<file path="src/hw/plr_defs.vh">
// constants shared by the power-loss restore and fan control block
// assumes a 25 MHz controller clock and a plain register port
`ifndef PLR_DEFS_VH
`define PLR_DEFS_VH

// ==========================================
// clock and timing
`define PLR_CLK_HZ 25000000
`define PLR_WIN_SEC 30
`define PLR_GATE_SEC 1
`define PLR_PWM_DIV 4
`define PLR_TACH_PPR 2
`define PLR_SEC_PER_MIN 60

// ==========================================
// register offsets (byte addresses)
`define PLR_REG_CTRL 8'h00
`define PLR_REG_STAT 8'h04
`define PLR_REG_DUTY 8'h08
`define PLR_REG_RPM 8'h0C
`define PLR_REG_RUNT 8'h10
`define PLR_REG_BOOT 8'h14
`define PLR_REG_WDCT 8'h18
`define PLR_REG_WDT0 8'h1C
`define PLR_REG_WDT1 8'h20
`define PLR_REG_KICK 8'h24
`define PLR_REG_WDST 8'h28

// ==========================================
// control fields and reset values
`define PLR_POL_LSB 0
`define PLR_POL_MSB 1
`define PLR_GPIO_BIT 2
`define PLR_POL_ON 2'h0
`define PLR_POL_OFF 2'h1
`define PLR_POL_LAST 2'h2
`define PLR_CTRL_RST 3'h2
`define PLR_DUTY_RST 8'hFF

// ==========================================
// watchdog control fields and actions
`define PLR_WD_EN_BIT 0
`define PLR_WD_A0_LSB 1
`define PLR_WD_A1_LSB 3
`define PLR_ACT_NONE 2'h0
`define PLR_ACT_RST 2'h1
`define PLR_ACT_OFF 2'h2
`define PLR_WDT_RST 32'h0000_FFFF

`endif

</file>
<file path="src/hw/plr_fan.v">
// pwm fan drive and tachometer speed measurement
// assumes tach input synchronous to clock_i and a one-cycle gate tick
`include "plr_defs.vh"

module plr_fan (
   input wire clock_i,
   input wire rst_n_i,
   input wire ce_i,
   input wire gpio_mode_i,
   input wire [7:0] duty_i,
   input wire gate_tick_i,
   input wire fan_tach_pin_i,
   output reg fan_pwm_pin_o,
   output reg [15:0] rpm_o
);

   // ==========================================
   // pwm: duty sets on-time, supply stays fixed
   reg [1:0] div_q; // prescaler, about 24 kHz pwm
   reg [7:0] cnt_q; // pwm ramp
   reg tach_q; // previous tach level
   reg [10:0] pulse_q; // rising edges in current gate

   // rpm = pulses per gate * 60 / pulses per rev
   localparam [31:0] RPM_MUL =
      `PLR_SEC_PER_MIN / (`PLR_TACH_PPR * `PLR_GATE_SEC);
   localparam [31:0] DIV_LAST = `PLR_PWM_DIV - 1; // last prescaler step
   wire [31:0] prod; // full-width product, top bits always zero
   wire [15:0] scaled;
   assign prod = pulse_q * RPM_MUL;
   assign scaled = prod[15:0];

   // pwm ramp and output
   always @(posedge clock_i or negedge rst_n_i) begin
      if (!rst_n_i) begin
         div_q <= 2'h0;
         cnt_q <= 8'h00;
         fan_pwm_pin_o <= 1'b0;
      end else if (ce_i) begin
         div_q <= div_q + 2'h1;
         if (div_q == DIV_LAST[1:0]) begin
            cnt_q <= cnt_q + 8'h01;
         end
         // pins given to gpio: fan drive off
         fan_pwm_pin_o <= ~gpio_mode_i & (cnt_q < duty_i);
      end
   end

   // tach edge count over a fixed gate
   always @(posedge clock_i or negedge rst_n_i) begin
      if (!rst_n_i) begin
         tach_q <= 1'b0;
         pulse_q <= 11'h000;
         rpm_o <= 16'h0000;
      end else if (ce_i) begin
         tach_q <= fan_tach_pin_i;
         if (gpio_mode_i) begin
            pulse_q <= 11'h000;
            rpm_o <= 16'h0000;
         end else if (gate_tick_i) begin
            rpm_o <= scaled;
            pulse_q <= {10'h000, fan_tach_pin_i & ~tach_q};
         end else if (fan_tach_pin_i & ~tach_q & ~&pulse_q) begin
            pulse_q <= pulse_q + 11'h001;
         end
      end
   end

endmodule // plr_fan

</file>
<file path="src/hw/plr_wdog.v">
// two-stage watchdog retriggered only by software kicks
// assumes kick is a one-cycle strobe from the register port
`include "plr_defs.vh"

module plr_wdog (
   input wire clock_i,
   input wire rst_n_i,
   input wire ce_i,
   input wire enable_i,
   input wire [3:0] acts_i,
   input wire [31:0] time0_i,
   input wire [31:0] time1_i,
   input wire kick_i,
   output reg [3:0] state_o,
   output reg reset_req_o,
   output reg off_req_o
);

   // ==========================================
   // one-hot stage states
   localparam [3:0] WD_IDLE = 4'b0001;
   localparam [3:0] WD_ST0 = 4'b0010;
   localparam [3:0] WD_ST1 = 4'b0100;
   localparam [3:0] WD_DONE = 4'b1000;

   reg [31:0] cnt_q; // cycles spent in current stage
   reg [1:0] act; // action of the stage that expires
   reg [31:0] lim; // timeout of the current stage

   // pick action and limit for the running stage
   always @* begin
      act = acts_i[1:0];
      lim = time0_i;
      if (state_o == WD_ST1) begin
         act = acts_i[3:2];
         lim = time1_i;
      end
   end

   // stage sequencer; no hardware trigger input exists
   always @(posedge clock_i or negedge rst_n_i) begin
      if (!rst_n_i) begin
         state_o <= WD_IDLE;
         cnt_q <= 32'h0000_0000;
         reset_req_o <= 1'b0;
         off_req_o <= 1'b0;
      end else if (ce_i) begin
         reset_req_o <= 1'b0;
         off_req_o <= 1'b0;
         cnt_q <= cnt_q + 32'h0000_0001;
         if (!enable_i) begin
            state_o <= WD_IDLE;
         end else if (kick_i) begin
            state_o <= WD_ST0;
            cnt_q <= 32'h0000_0000;
         end else begin
            case (state_o)
               WD_IDLE: begin
                  state_o <= WD_ST0;
                  cnt_q <= 32'h0000_0000;
               end
               WD_ST0, WD_ST1: begin
                  if (cnt_q >= lim) begin
                     // code 3 would be nmi: unsupported, acts as none
                     reset_req_o <= (act == `PLR_ACT_RST);
                     off_req_o <= (act == `PLR_ACT_OFF);
                     state_o <= (state_o == WD_ST0) ? WD_ST1 : WD_DONE;
                     cnt_q <= 32'h0000_0000;
                  end
               end
               WD_DONE: state_o <= WD_DONE;
               default: state_o <= WD_IDLE;
            endcase
         end
      end
   end

endmodule // plr_wdog

</file>
<file path="src/hw/plr_top.v">
// board management controller logic: power-loss restore, fan, watchdog,
// runtime meter and boot counter behind a plain register port.
// assumes standby_ok_i and system_on_i synchronous to clock_i, and that
// this logic stays powered (backup) while the standby rail is watched.
//
// Function
// - watch standby rail continuously after off or loss
// - rail valid whole window means proper off
// - rail lost within window means ac loss
// - on standby return apply on, off, last policy
// - window runs only under last-state policy
// - last state may stay on near shutdown
// - fan speed set by pwm duty only
// - rpm from tach assuming two pulses per rev
// - gpio pin mode disables pwm and tach
// - multistage watchdog, software kick only
// - no nmi stage action offered
// - keep runtime meter and boot counter
`include "plr_defs.vh"

module plr_top #(
   // 30 s window in cycles, shorten for simulation
   parameter WIN_CYCLES = `PLR_WIN_SEC * `PLR_CLK_HZ,
   // one second of clock cycles, shorten for simulation
   parameter SEC_CYCLES = `PLR_GATE_SEC * `PLR_CLK_HZ
) (
   input wire clock_i,
   input wire reset_n_i,
   input wire ce_i,
   input wire [7:0] addr_i,
   input wire [31:0] wr_data_i,
   input wire wr_i,
   input wire rd_i,
   output reg [31:0] rd_data_o,
   input wire standby_ok_i,
   input wire system_on_i,
   output reg power_on_req_o,
   output wire fan_pwm_pin_o,
   input wire fan_tach_pin_i,
   output wire wdog_reset_o,
   output wire wdog_off_o
);

   // ==========================================
   // reset release through two flops
   reg rst_s1_q; // first stage, read only by the second
   reg rst_n_q; // released reset used everywhere

   // async assert, sync release
   always @(posedge clock_i or negedge reset_n_i) begin
      if (!reset_n_i) begin
         rst_s1_q <= 1'b0;
         rst_n_q <= 1'b0;
      end else begin
         rst_s1_q <= 1'b1;
         rst_n_q <= rst_s1_q;
      end
   end

   // ==========================================
   // software visible state
   reg [2:0] ctrl_q; // policy and gpio mode
   reg [7:0] duty_q; // fan pwm duty
   reg [4:0] wdct_q; // watchdog enable and stage actions
   reg [31:0] wdt0_q; // stage 0 timeout, cycles
   reg [31:0] wdt1_q; // stage 1 timeout, cycles
   reg kick_q; // one-cycle retrigger strobe
   reg [31:0] runt_q; // seconds spent powered on
   reg [31:0] boot_q; // number of power-ups seen

   wire [1:0] policy; // selected restore policy
   wire gpio_mode; // shared pins given to gpio 5 and 6
   assign policy = ctrl_q[`PLR_POL_MSB:`PLR_POL_LSB];
   assign gpio_mode = ctrl_q[`PLR_GPIO_BIT];

   // ==========================================
   // power-loss state machine, one-hot
   localparam [2:0] PL_SETTLED = 3'b001; // on, or off and classified
   localparam [2:0] PL_WINDOW = 3'b010; // timing the 30 s window
   localparam [2:0] PL_LOST = 3'b100; // ac loss, waiting for standby

   reg [2:0] pl_q; // power-loss state
   reg [29:0] win_q; // window cycle counter
   reg sby_q; // standby level one cycle back
   reg son_q; // system-on level one cycle back
   reg last_on_q; // recorded on/off state before loss
   reg proper_off_q; // last event classified as proper off

   wire sby_fall; // standby rail went away
   wire sby_rise; // standby rail came back
   wire son_fall; // orderly switch-off to soft-off
   wire son_rise; // system has booted
   wire win_end; // window fully elapsed
   assign sby_fall = sby_q & ~standby_ok_i;
   assign sby_rise = ~sby_q & standby_ok_i;
   assign son_fall = son_q & ~system_on_i;
   assign son_rise = ~son_q & system_on_i;
   localparam [31:0] WIN_LAST = WIN_CYCLES - 1; // last window cycle
   assign win_end = (win_q == WIN_LAST[29:0]);

   // edge history of the watched levels, sampled every cycle
   always @(posedge clock_i or negedge rst_n_q) begin
      if (!rst_n_q) begin
         sby_q <= 1'b0;
         son_q <= 1'b0;
      end else if (ce_i) begin
         sby_q <= standby_ok_i;
         son_q <= system_on_i;
      end
   end

   // classification of off and loss events and restore on return
   always @(posedge clock_i or negedge rst_n_q) begin
      if (!rst_n_q) begin
         pl_q <= PL_SETTLED;
         win_q <= 30'h0000_0000;
         last_on_q <= 1'b0;
         proper_off_q <= 1'b0;
         power_on_req_o <= 1'b0;
      end else if (ce_i) begin
         power_on_req_o <= 1'b0;
         case (pl_q)
            PL_SETTLED: begin
               if (system_on_i) begin
                  last_on_q <= 1'b1;
               end
               if (sby_fall) begin
                  // loss with system on keeps last state on
                  pl_q <= PL_LOST;
               end else if (son_fall && policy == `PLR_POL_LAST) begin
                  // only last-state mode needs the window
                  pl_q <= PL_WINDOW;
                  win_q <= 30'h0000_0000;
                  proper_off_q <= 1'b0;
               end else if (son_fall) begin
                  // other policies: off is off at once
                  last_on_q <= 1'b0;
               end
            end
            PL_WINDOW: begin
               // last state still reads on here; a loss now restores on
               win_q <= win_q + 30'h0000_0001;
               if (!standby_ok_i) begin
                  pl_q <= PL_LOST;
               end else if (son_rise) begin
                  pl_q <= PL_SETTLED;
               end else if (win_end) begin
                  pl_q <= PL_SETTLED;
                  last_on_q <= 1'b0;
                  proper_off_q <= 1'b1;
               end
            end
            PL_LOST: begin
               if (sby_rise) begin
                  pl_q <= PL_SETTLED;
                  case (policy)
                     `PLR_POL_ON: power_on_req_o <= 1'b1;
                     `PLR_POL_OFF: power_on_req_o <= 1'b0;
                     `PLR_POL_LAST: power_on_req_o <= last_on_q;
                     default: power_on_req_o <= 1'b0;
                  endcase
                  proper_off_q <= 1'b0;
               end
            end
            default: pl_q <= PL_SETTLED;
         endcase
      end
   end

   // ==========================================
   // runtime meter and boot counter
   reg [24:0] sec_q; // one-second prescaler
   reg gate_q; // one-cycle tick each second
   localparam [31:0] SEC_LAST = SEC_CYCLES - 1; // last prescaler count

   // seconds tick also gates the tachometer count
   always @(posedge clock_i or negedge rst_n_q) begin
      if (!rst_n_q) begin
         sec_q <= 25'h000_0000;
         gate_q <= 1'b0;
      end else if (ce_i) begin
         gate_q <= 1'b0;
         sec_q <= sec_q + 25'h000_0001;
         if (sec_q == SEC_LAST[24:0]) begin
            sec_q <= 25'h000_0000;
            gate_q <= 1'b1;
         end
      end
   end

   // counters held across power states; only a hard reset clears them
   always @(posedge clock_i or negedge rst_n_q) begin
      if (!rst_n_q) begin
         runt_q <= 32'h0000_0000;
         boot_q <= 32'h0000_0000;
      end else if (ce_i) begin
         if (gate_q && system_on_i) begin
            runt_q <= runt_q + 32'h0000_0001;
         end
         if (son_rise) begin
            boot_q <= boot_q + 32'h0000_0001;
         end
      end
   end

   // ==========================================
   // fan drive and speed measurement
   wire [15:0] rpm; // latest measured speed

   plr_fan u_fan (
      .clock_i(clock_i),
      .rst_n_i(rst_n_q),
      .ce_i(ce_i),
      .gpio_mode_i(gpio_mode),
      .duty_i(duty_q),
      .gate_tick_i(gate_q),
      .fan_tach_pin_i(fan_tach_pin_i),
      .fan_pwm_pin_o(fan_pwm_pin_o),
      .rpm_o(rpm)
   );

   // ==========================================
   // watchdog
   wire [3:0] wd_state; // one-hot stage

   plr_wdog u_wdog (
      .clock_i(clock_i),
      .rst_n_i(rst_n_q),
      .ce_i(ce_i),
      .enable_i(wdct_q[`PLR_WD_EN_BIT]),
      .acts_i(wdct_q[4:1]),
      .time0_i(wdt0_q),
      .time1_i(wdt1_q),
      .kick_i(kick_q),
      .state_o(wd_state),
      .reset_req_o(wdog_reset_o),
      .off_req_o(wdog_off_o)
   );

   // ==========================================
   // register writes
   // kick is registered, so the watchdog restarts one cycle later
   always @(posedge clock_i or negedge rst_n_q) begin
      if (!rst_n_q) begin
         ctrl_q <= `PLR_CTRL_RST;
         duty_q <= `PLR_DUTY_RST;
         wdct_q <= 5'h00;
         wdt0_q <= `PLR_WDT_RST;
         wdt1_q <= `PLR_WDT_RST;
         kick_q <= 1'b0;
      end else if (ce_i) begin
         kick_q <= 1'b0;
         if (wr_i) begin
            case (addr_i)
               `PLR_REG_CTRL: ctrl_q <= wr_data_i[2:0];
               `PLR_REG_DUTY: duty_q <= wr_data_i[7:0];
               `PLR_REG_WDCT: wdct_q <= wr_data_i[4:0];
               `PLR_REG_WDT0: wdt0_q <= wr_data_i;
               `PLR_REG_WDT1: wdt1_q <= wr_data_i;
               `PLR_REG_KICK: kick_q <= 1'b1;
               default: kick_q <= 1'b0; // unmapped: ignored
            endcase
         end
      end
   end

   // ==========================================
   // register reads, data in the cycle after the strobe
   reg [31:0] rd_mux; // selected read word

   // unmapped and write-only offsets read as zero
   always @* begin
      case (addr_i)
         `PLR_REG_CTRL: rd_mux = {29'h0000_0000, ctrl_q};
         `PLR_REG_STAT: rd_mux = {26'h000_0000, proper_off_q,
            pl_q[1], pl_q[2], last_on_q, system_on_i, standby_ok_i};
         `PLR_REG_DUTY: rd_mux = {24'h00_0000, duty_q};
         `PLR_REG_RPM: rd_mux = {16'h0000, rpm};
         `PLR_REG_RUNT: rd_mux = runt_q;
         `PLR_REG_BOOT: rd_mux = boot_q;
         `PLR_REG_WDCT: rd_mux = {27'h000_0000, wdct_q};
         `PLR_REG_WDT0: rd_mux = wdt0_q;
         `PLR_REG_WDT1: rd_mux = wdt1_q;
         `PLR_REG_WDST: rd_mux = {28'h000_0000, wd_state};
         default: rd_mux = 32'h0000_0000;
      endcase
   end

   // read data stands for one cycle only, zero otherwise
   always @(posedge clock_i or negedge rst_n_q) begin
      if (!rst_n_q) begin
         rd_data_o <= 32'h0000_0000;
      end else if (ce_i) begin
         rd_data_o <= rd_i ? rd_mux : 32'h0000_0000;
      end
   end

endmodule // plr_top

</file>
<file path="config.mk">
export PLATFORM = sky130hd
export DESIGN_NAME = plr_top
export DESIGN_NICKNAME = d
export VERILOG_FILES = /design/src/hw/plr_fan.v /design/src/hw/plr_wdog.v /design/src/hw/plr_top.v
export VERILOG_INCLUDE_DIRS = /design/src /design/src/hw
export SDC_FILE = /design/constraint.sdc
export NUM_CORES = 1
export LEC_CHECK = 0
export CORE_UTILIZATION = 45
export CTS_CLUSTER_DIAMETER = 200
export CTS_CLUSTER_SIZE = 40
export DETAILED_ROUTE_END_ITERATION = 7
export DONT_BUFFER_PORTS = 1
export HOLD_SLACK_MARGIN = 0.03
export PLACE_DENSITY = 0.6
export SETUP_SLACK_MARGIN = 0.5
export SLEW_MARGIN = 15
export SYNTH_ARGS = -nofsm -noshare
export SYNTH_HDL_FRONTEND = slang
export SYNTH_HIERARCHICAL = 1
export SYNTH_SLANG_ARGS = --single-unit
</file>
<file path="constraint.sdc">
create_clock -name clock_i -period 11.6 [get_ports clock_i]
set_clock_uncertainty 0.2 [all_clocks]
set_input_delay 2.32 -clock clock_i [delete_from_list [all_inputs] [get_ports clock_i]]
set_output_delay 2.32 -clock clock_i [all_outputs]
set_load 0.005 [all_outputs]
</file>
# Yosys cells after proc, flatten, opt, wreduce, memory -nomap -nowiden
# Index checks and enable logic that the tools add are counted.
word_totals:
  register_bits: 320
  out_inout_bits: 36
  word_cells: 170
op_classes:
  n_addsub: 8
  mul: 1
  order_cmp: 2
  eq_ne: 32
  n_mux: 58
  bitwise: 13
  reduce_logical: 26
ops:
  columns: ["cell", "n"]
  rows:
  - ["case mux 32 bit (10 select lines)", 1]
  - ["two-way mux 32 bit", 5]
  - ["adder 32 x 1 -> 32 bit, second input constant", 3]
  - ["case mux 32 bit (2 select lines)", 1]
  - ["two-way mux 30 bit", 2]
  - ["case mux 30 bit (2 select lines)", 1]
  - ["two-way mux 11 bit", 3]
  - ["== test 8 x 5 -> 1 bit, second input constant", 4]
  - ["greater-or-equal comparator 32 bit", 1]
  - ["two-way mux 16 bit", 2]
  - ["adder 30 x 1 -> 30 bit, second input constant", 1]
  - ["== test 30 bit, second input constant", 1]
  - ["two-way mux 1 bit", 26]
  - ["adder 25 x 1 -> 25 bit, second input constant", 1]
  - ["== test 25 bit, second input constant", 1]
  - ["two-way mux 25 bit", 1]
  - ["== test 8 x 6 -> 1 bit, second input constant", 3]
  - ["two-way mux 3 bit", 6]
  - ["== test 8 x 4 -> 1 bit, second input constant", 2]
  - ["two-way mux 4 bit", 4]
  - ["multiplier 11 x 4 -> 15 bit, second input constant", 1]
  - ["AND reduction 3 bit", 5]
  - ["inequality test 2 bit, second input constant", 6]
  - ["case mux 4 bit (3 select lines)", 1]
  - ["35 further kinds", 58]

# Longest topological paths before layout
depth:
  depth_word: 7
  ltp_mapped: 14
  depth_no_buf: 10

# Cells and area by module
# The synthesis kept the hierarchy.
modules_own_cells:
  columns: ["module", "instances", "cells_per_inst", "area_per_inst_um2", "seq_area_each_um2"]
  rows:
  - ["plr_top", 1, 1067, 11932.7, 6133.4]
  - ["plr_wdog", 1, 329, 3080.5, 952.2]
  - ["plr_fan", 1, 300, 2954.1, 950.9]

# Worst setup path after synthesis
# Ideal clock, no wire load.
synth_path:
  path_kind: "in2reg"
  start: "in addr_i[7]"
  end: "reg wdt0_q[16]"
  setup_ns: 0.125
  arrival_time_ns: 3.878
  path_slack_ns: 7.397
  cell_stages: 5
  n_path_buf: 2
  cell_sequence: "clkbuf_1 > or3_1 > nor4_4 > buf_4 > mux2_2"
synth_via:
  elab_chain_cells: 2
synth_rtl:
  columns: ["item", "line", "source"]
  rows:
  - ["start: declaration", "plr_top.v:30", "input wire [7:0] addr_i,"]
  - ["== test 8 x 5 -> 1 bit", "plr_top.v:254", "case (addr_i)"]
  - ["AND reduction 3 bit (no line)", null, null]
  - ["end signal: assignment", "plr_top.v:248", "wdt0_q <= `PLR_WDT_RST;"]
  - ["end signal: assignment", "plr_top.v:258", "`PLR_REG_WDT0: wdt0_q <= wr_data_i;"]
  - ["end: declaration", "plr_top.v:65", "reg [31:0] wdt0_q;"]
# Every way passes these cells.
# A chain may end at the register's enable or synchronous reset.

# Worst setup path in the final report
layout_path:
  start: "in addr_i[4]"
  end: "reg wdt1_q[31]"
layout_via:
  elab_chain_cells: 2
layout_rtl:
  columns: ["item", "line", "source"]
  rows:
  - ["== test 8 x 6 -> 1 bit", "plr_top.v:254", null]
  - ["AND reduction 3 bit (no line)", null, null]
  - ["end signal: assignment", "plr_top.v:249", "wdt1_q <= `PLR_WDT_RST;"]
  - ["end signal: assignment", "plr_top.v:259", "`PLR_REG_WDT1: wdt1_q <= wr_data_i;"]
  - ["end: declaration", "plr_top.v:66", "reg [31:0] wdt1_q;"]
# Every way passes these cells.

==> flow_summary.ini <==
[yosys]
synth.largest_area_cell = dfrtp_1
syn-num-nets = 1835
synth_area_um2 = 18000
avgSynthCellArea_um2 = 10.6
ys.flop_type = dfrtp_1
synth_area_leaders = dfrtp_1 (38%), dfstp_2 (6.3%), ha_1 (5.0%)
async_reset_ff_frac = 1.00
ys_ff_latch = 319
syn_inst = 1696
yosysTopAreaCellShare = 0.384
synth_edf_count = 0
yosysWarnings = 6
synth.distinct_cells = 93
ys_seq_area_frac = 0.447

[final_layout]
drive_above_1_share = 0.114
final_nets = 1791
num-fill-cells = 3599
design_area_um2 = 18700
syn_to_final_growth_pct = 4.17

[setup_path]
r2r_start = u_wdog/state_o[1]
end_kind = flip-flop
arrival_ns = 5.71
start_kind = primary input
cp-startpoint = addr_i[4]
crit_type = primary input to flip-flop
cp_max_fo = 32
crit_required_ns = 11.82

[routing]
ant_nets = 0
routed_wl_um = 44500
vias_per_cell = 5.90
vias = 12800
drt_iter0_drc = 896
drc = 0
firstDrtPassIters = 6
wire_per_inst_um = 20.5

[grt]
use_met3 = 0.0500
grt_use_total = 0.218
grt_pass1_vias = 12500
overflow = 0
met2_usage = 0.355
grtUsageMet1 = 0.299
grt-busiest-layer = met2
antenna_found_initial = 2
grt_pass1_wl_um = 71100
grt_max_degree = 178

[placed_design]
gp_congestion = 0.872
port-buffer-count = 0
dp_hpwl_um = 32800
place_area_um2 = 18400

[hold_path]
holdCritPathClass = flip-flop to asynchronous set/reset pin

[clock_tree]
h-tree-depth = 1
cts-resized-gates = 0
cts_tree = done
cts-root-buf = clkbuf_16
path_clk_slew_ns = 0.15
cts-buffers-inserted = 11
clock_sinks = 319
clk_latency_ns = 0.52
ctsHoldBuffers = 0
clock_path_buffers = 3
post_cts_buffers = 0

[floorplan]
die-height_um = 202
io_pins = 84
num_rows = 72
dieArea_um2 = 40700
coreArea_um2 = 39000
die_x_um = 202
start_util = 0.461

[timing]
layout_min_cycle_time_ns = 5.49
period_share = 0.473
timing.hold.ws_ns = 0.0228
setup-tns-final_ns = 0
hold_viol = 0
slew_headroom = 0.197
slew_viol_final = 0
setup_viol = 0
fmax_mhz = 182
rsz0062_at_grt = no
worst_pin_slew_ns = 1.20

[power]
power_leakage_uw = 0.00806
powerDensity_nw_per_um2 = 137
power_uw = 2560
ir_worst_vdd_mv = 0.146

[run_status]
outcome = completed

[run]
maxCapViolations = 0
==> cells in the final DEF, fill, tap and decap left out, types with 31 or more instances in the layout <==
cell | netlist | final
a21oi_1 | 52 | 52
and3_1 | 35 | 35
dfrtp_1 | 276 | 275
dfstp_2 | 43 | 43
ha_1 | 72 | 72
inv_1 | 66 | 65
mux2_1 | 31 | 31
mux2_2 | 61 | 61
mux2i_1 | 62 | 62
nand2_1 | 112 | 112
nand3_1 | 74 | 74
nand4_1 | 55 | 55
nor2_1 | 82 | 82
o21ai_0 | 90 | 90
xnor2_1 | 69 | 69
xor2_1 | 63 | 63
==> worst max-delay path, cell delays in order <==
cell and delay (ns):
nor4b_4 1.01, nor2b_1 0.90, nor2b_4 1.03, mux2_2 0.42
==> power breakdown <==
| part | switching, uW | leakage (uW) | total, uW | internal, uW |
|---|---|---|---|---|
| combinational | 424 | 0.00372 | 748 | 324 |
| sequential | 98.2 | 0.00420 | 1290 | 1190 |
| clock | 341 | 0.000143 | 523 | 182 |
| total | 863 | 0.00806 | 2560 | 1690 |
==> cells in the mapped netlist, drive strengths merged (4+ instances only) <==
cell type  number
a211oi          7
a21o           11
a21oi          52
a221oi         10
a22o           26
a22oi          26
a31oi          21
and2           14
and3           35
and4           16
buf            29
clkbuf         38
dfrtp         276
dfstp          43
fa             19
ha             72
inv            66
mux2           92
mux2i          62
nand2         115
nand2b         11
nand3          75
nand3b          5
nand4          56
nor2          109
nor2b          14
nor3           19
nor3b           5
nor4           14
nor4b           8
o211ai          6
o21ai          92
o22ai          20
o2bb2ai        23
o31ai           9
o41ai           4
or2             4
or3             8
or3b            4
or4             6
xnor2          69
xor2           63
==> routing by layer <==
metal,vias to the layer above,share of wire,routed length [um]
met1,6403,0.46,20400
met2,295,0.46,20500
li1,6078,-,-
met4,0,0.018,804
met5,-,0,0
met3,53,0.064,2840
==> registers in the layout, indices dropped and copies added (netlist names), 15 cells and up <==
| name | cells |
|---|---|
| boot_q | 32 |
| win_q | 30 |
| runt_q | 32 |
| wdt1_q | 32 |
| rd_data_o | 32 |
| sec_q | 25 |
| u_wdog/cnt_q | 32 |
| wdt0_q | 32 |
| u_fan/rpm_o | 15 |
==> final cells by class <==
cell class	count	area, um2	share of cell area
inverter	67	251	0.0134
clock buffer	17	298	0.0159
multi-input combinational	1243	9390	0.502
timing repair buffer	10	87.6	0.00468
tap	518	648	0.0346
antenna	2	5.00	0.000267
sequential	319	8040	0.430
==> final timing paths <==
| check | slack (ns) | end | cells past startpoint |
|---|---|---|---|
| worst max-delay path | 6.11 | wdt1_q[31] | 4 |
| worst min-delay path | 0.02 | u_fan/cnt_q[4] | 0 |
| worst max register to register | 6.66 | u_wdog/cnt_q[5] | 11 |
| worst min register to register | 0.02 | u_fan/cnt_q[4] | 0 |
| max in group asynchronous | 9.13 | runt_q[31] | 2 |
| min in group clock_i | 0.17 | rst_n_q | 0 |
==> through the flow <==
step                setup WS [ns]   util  instances
global route                 6.00  0.480       2176
floorplan                    1.93      -       1696
finish                       6.11  0.480       2176
detailed placement           5.57  0.472       2157
global placement             5.65  0.472       2157
CTS                          6.13  0.480       2174
==> kinds of logic after synthesis <==
logic type | count (synthesis) | share of synthesized area
AND/OR/NAND/NOR | 525 | 0.162
adder cells (fa/ha/maj) | 91 | 0.0713
XOR/XNOR | 132 | 0.0643
AO/OA/AOI/OAI | 337 | 0.128
multiplexers | 156 | 0.0947
flip-flops | 319 | 0.447
buffers and inverters | 134 | 0.0315
other | 2 | 0.000418
Power figures use the tool's default switching activity.
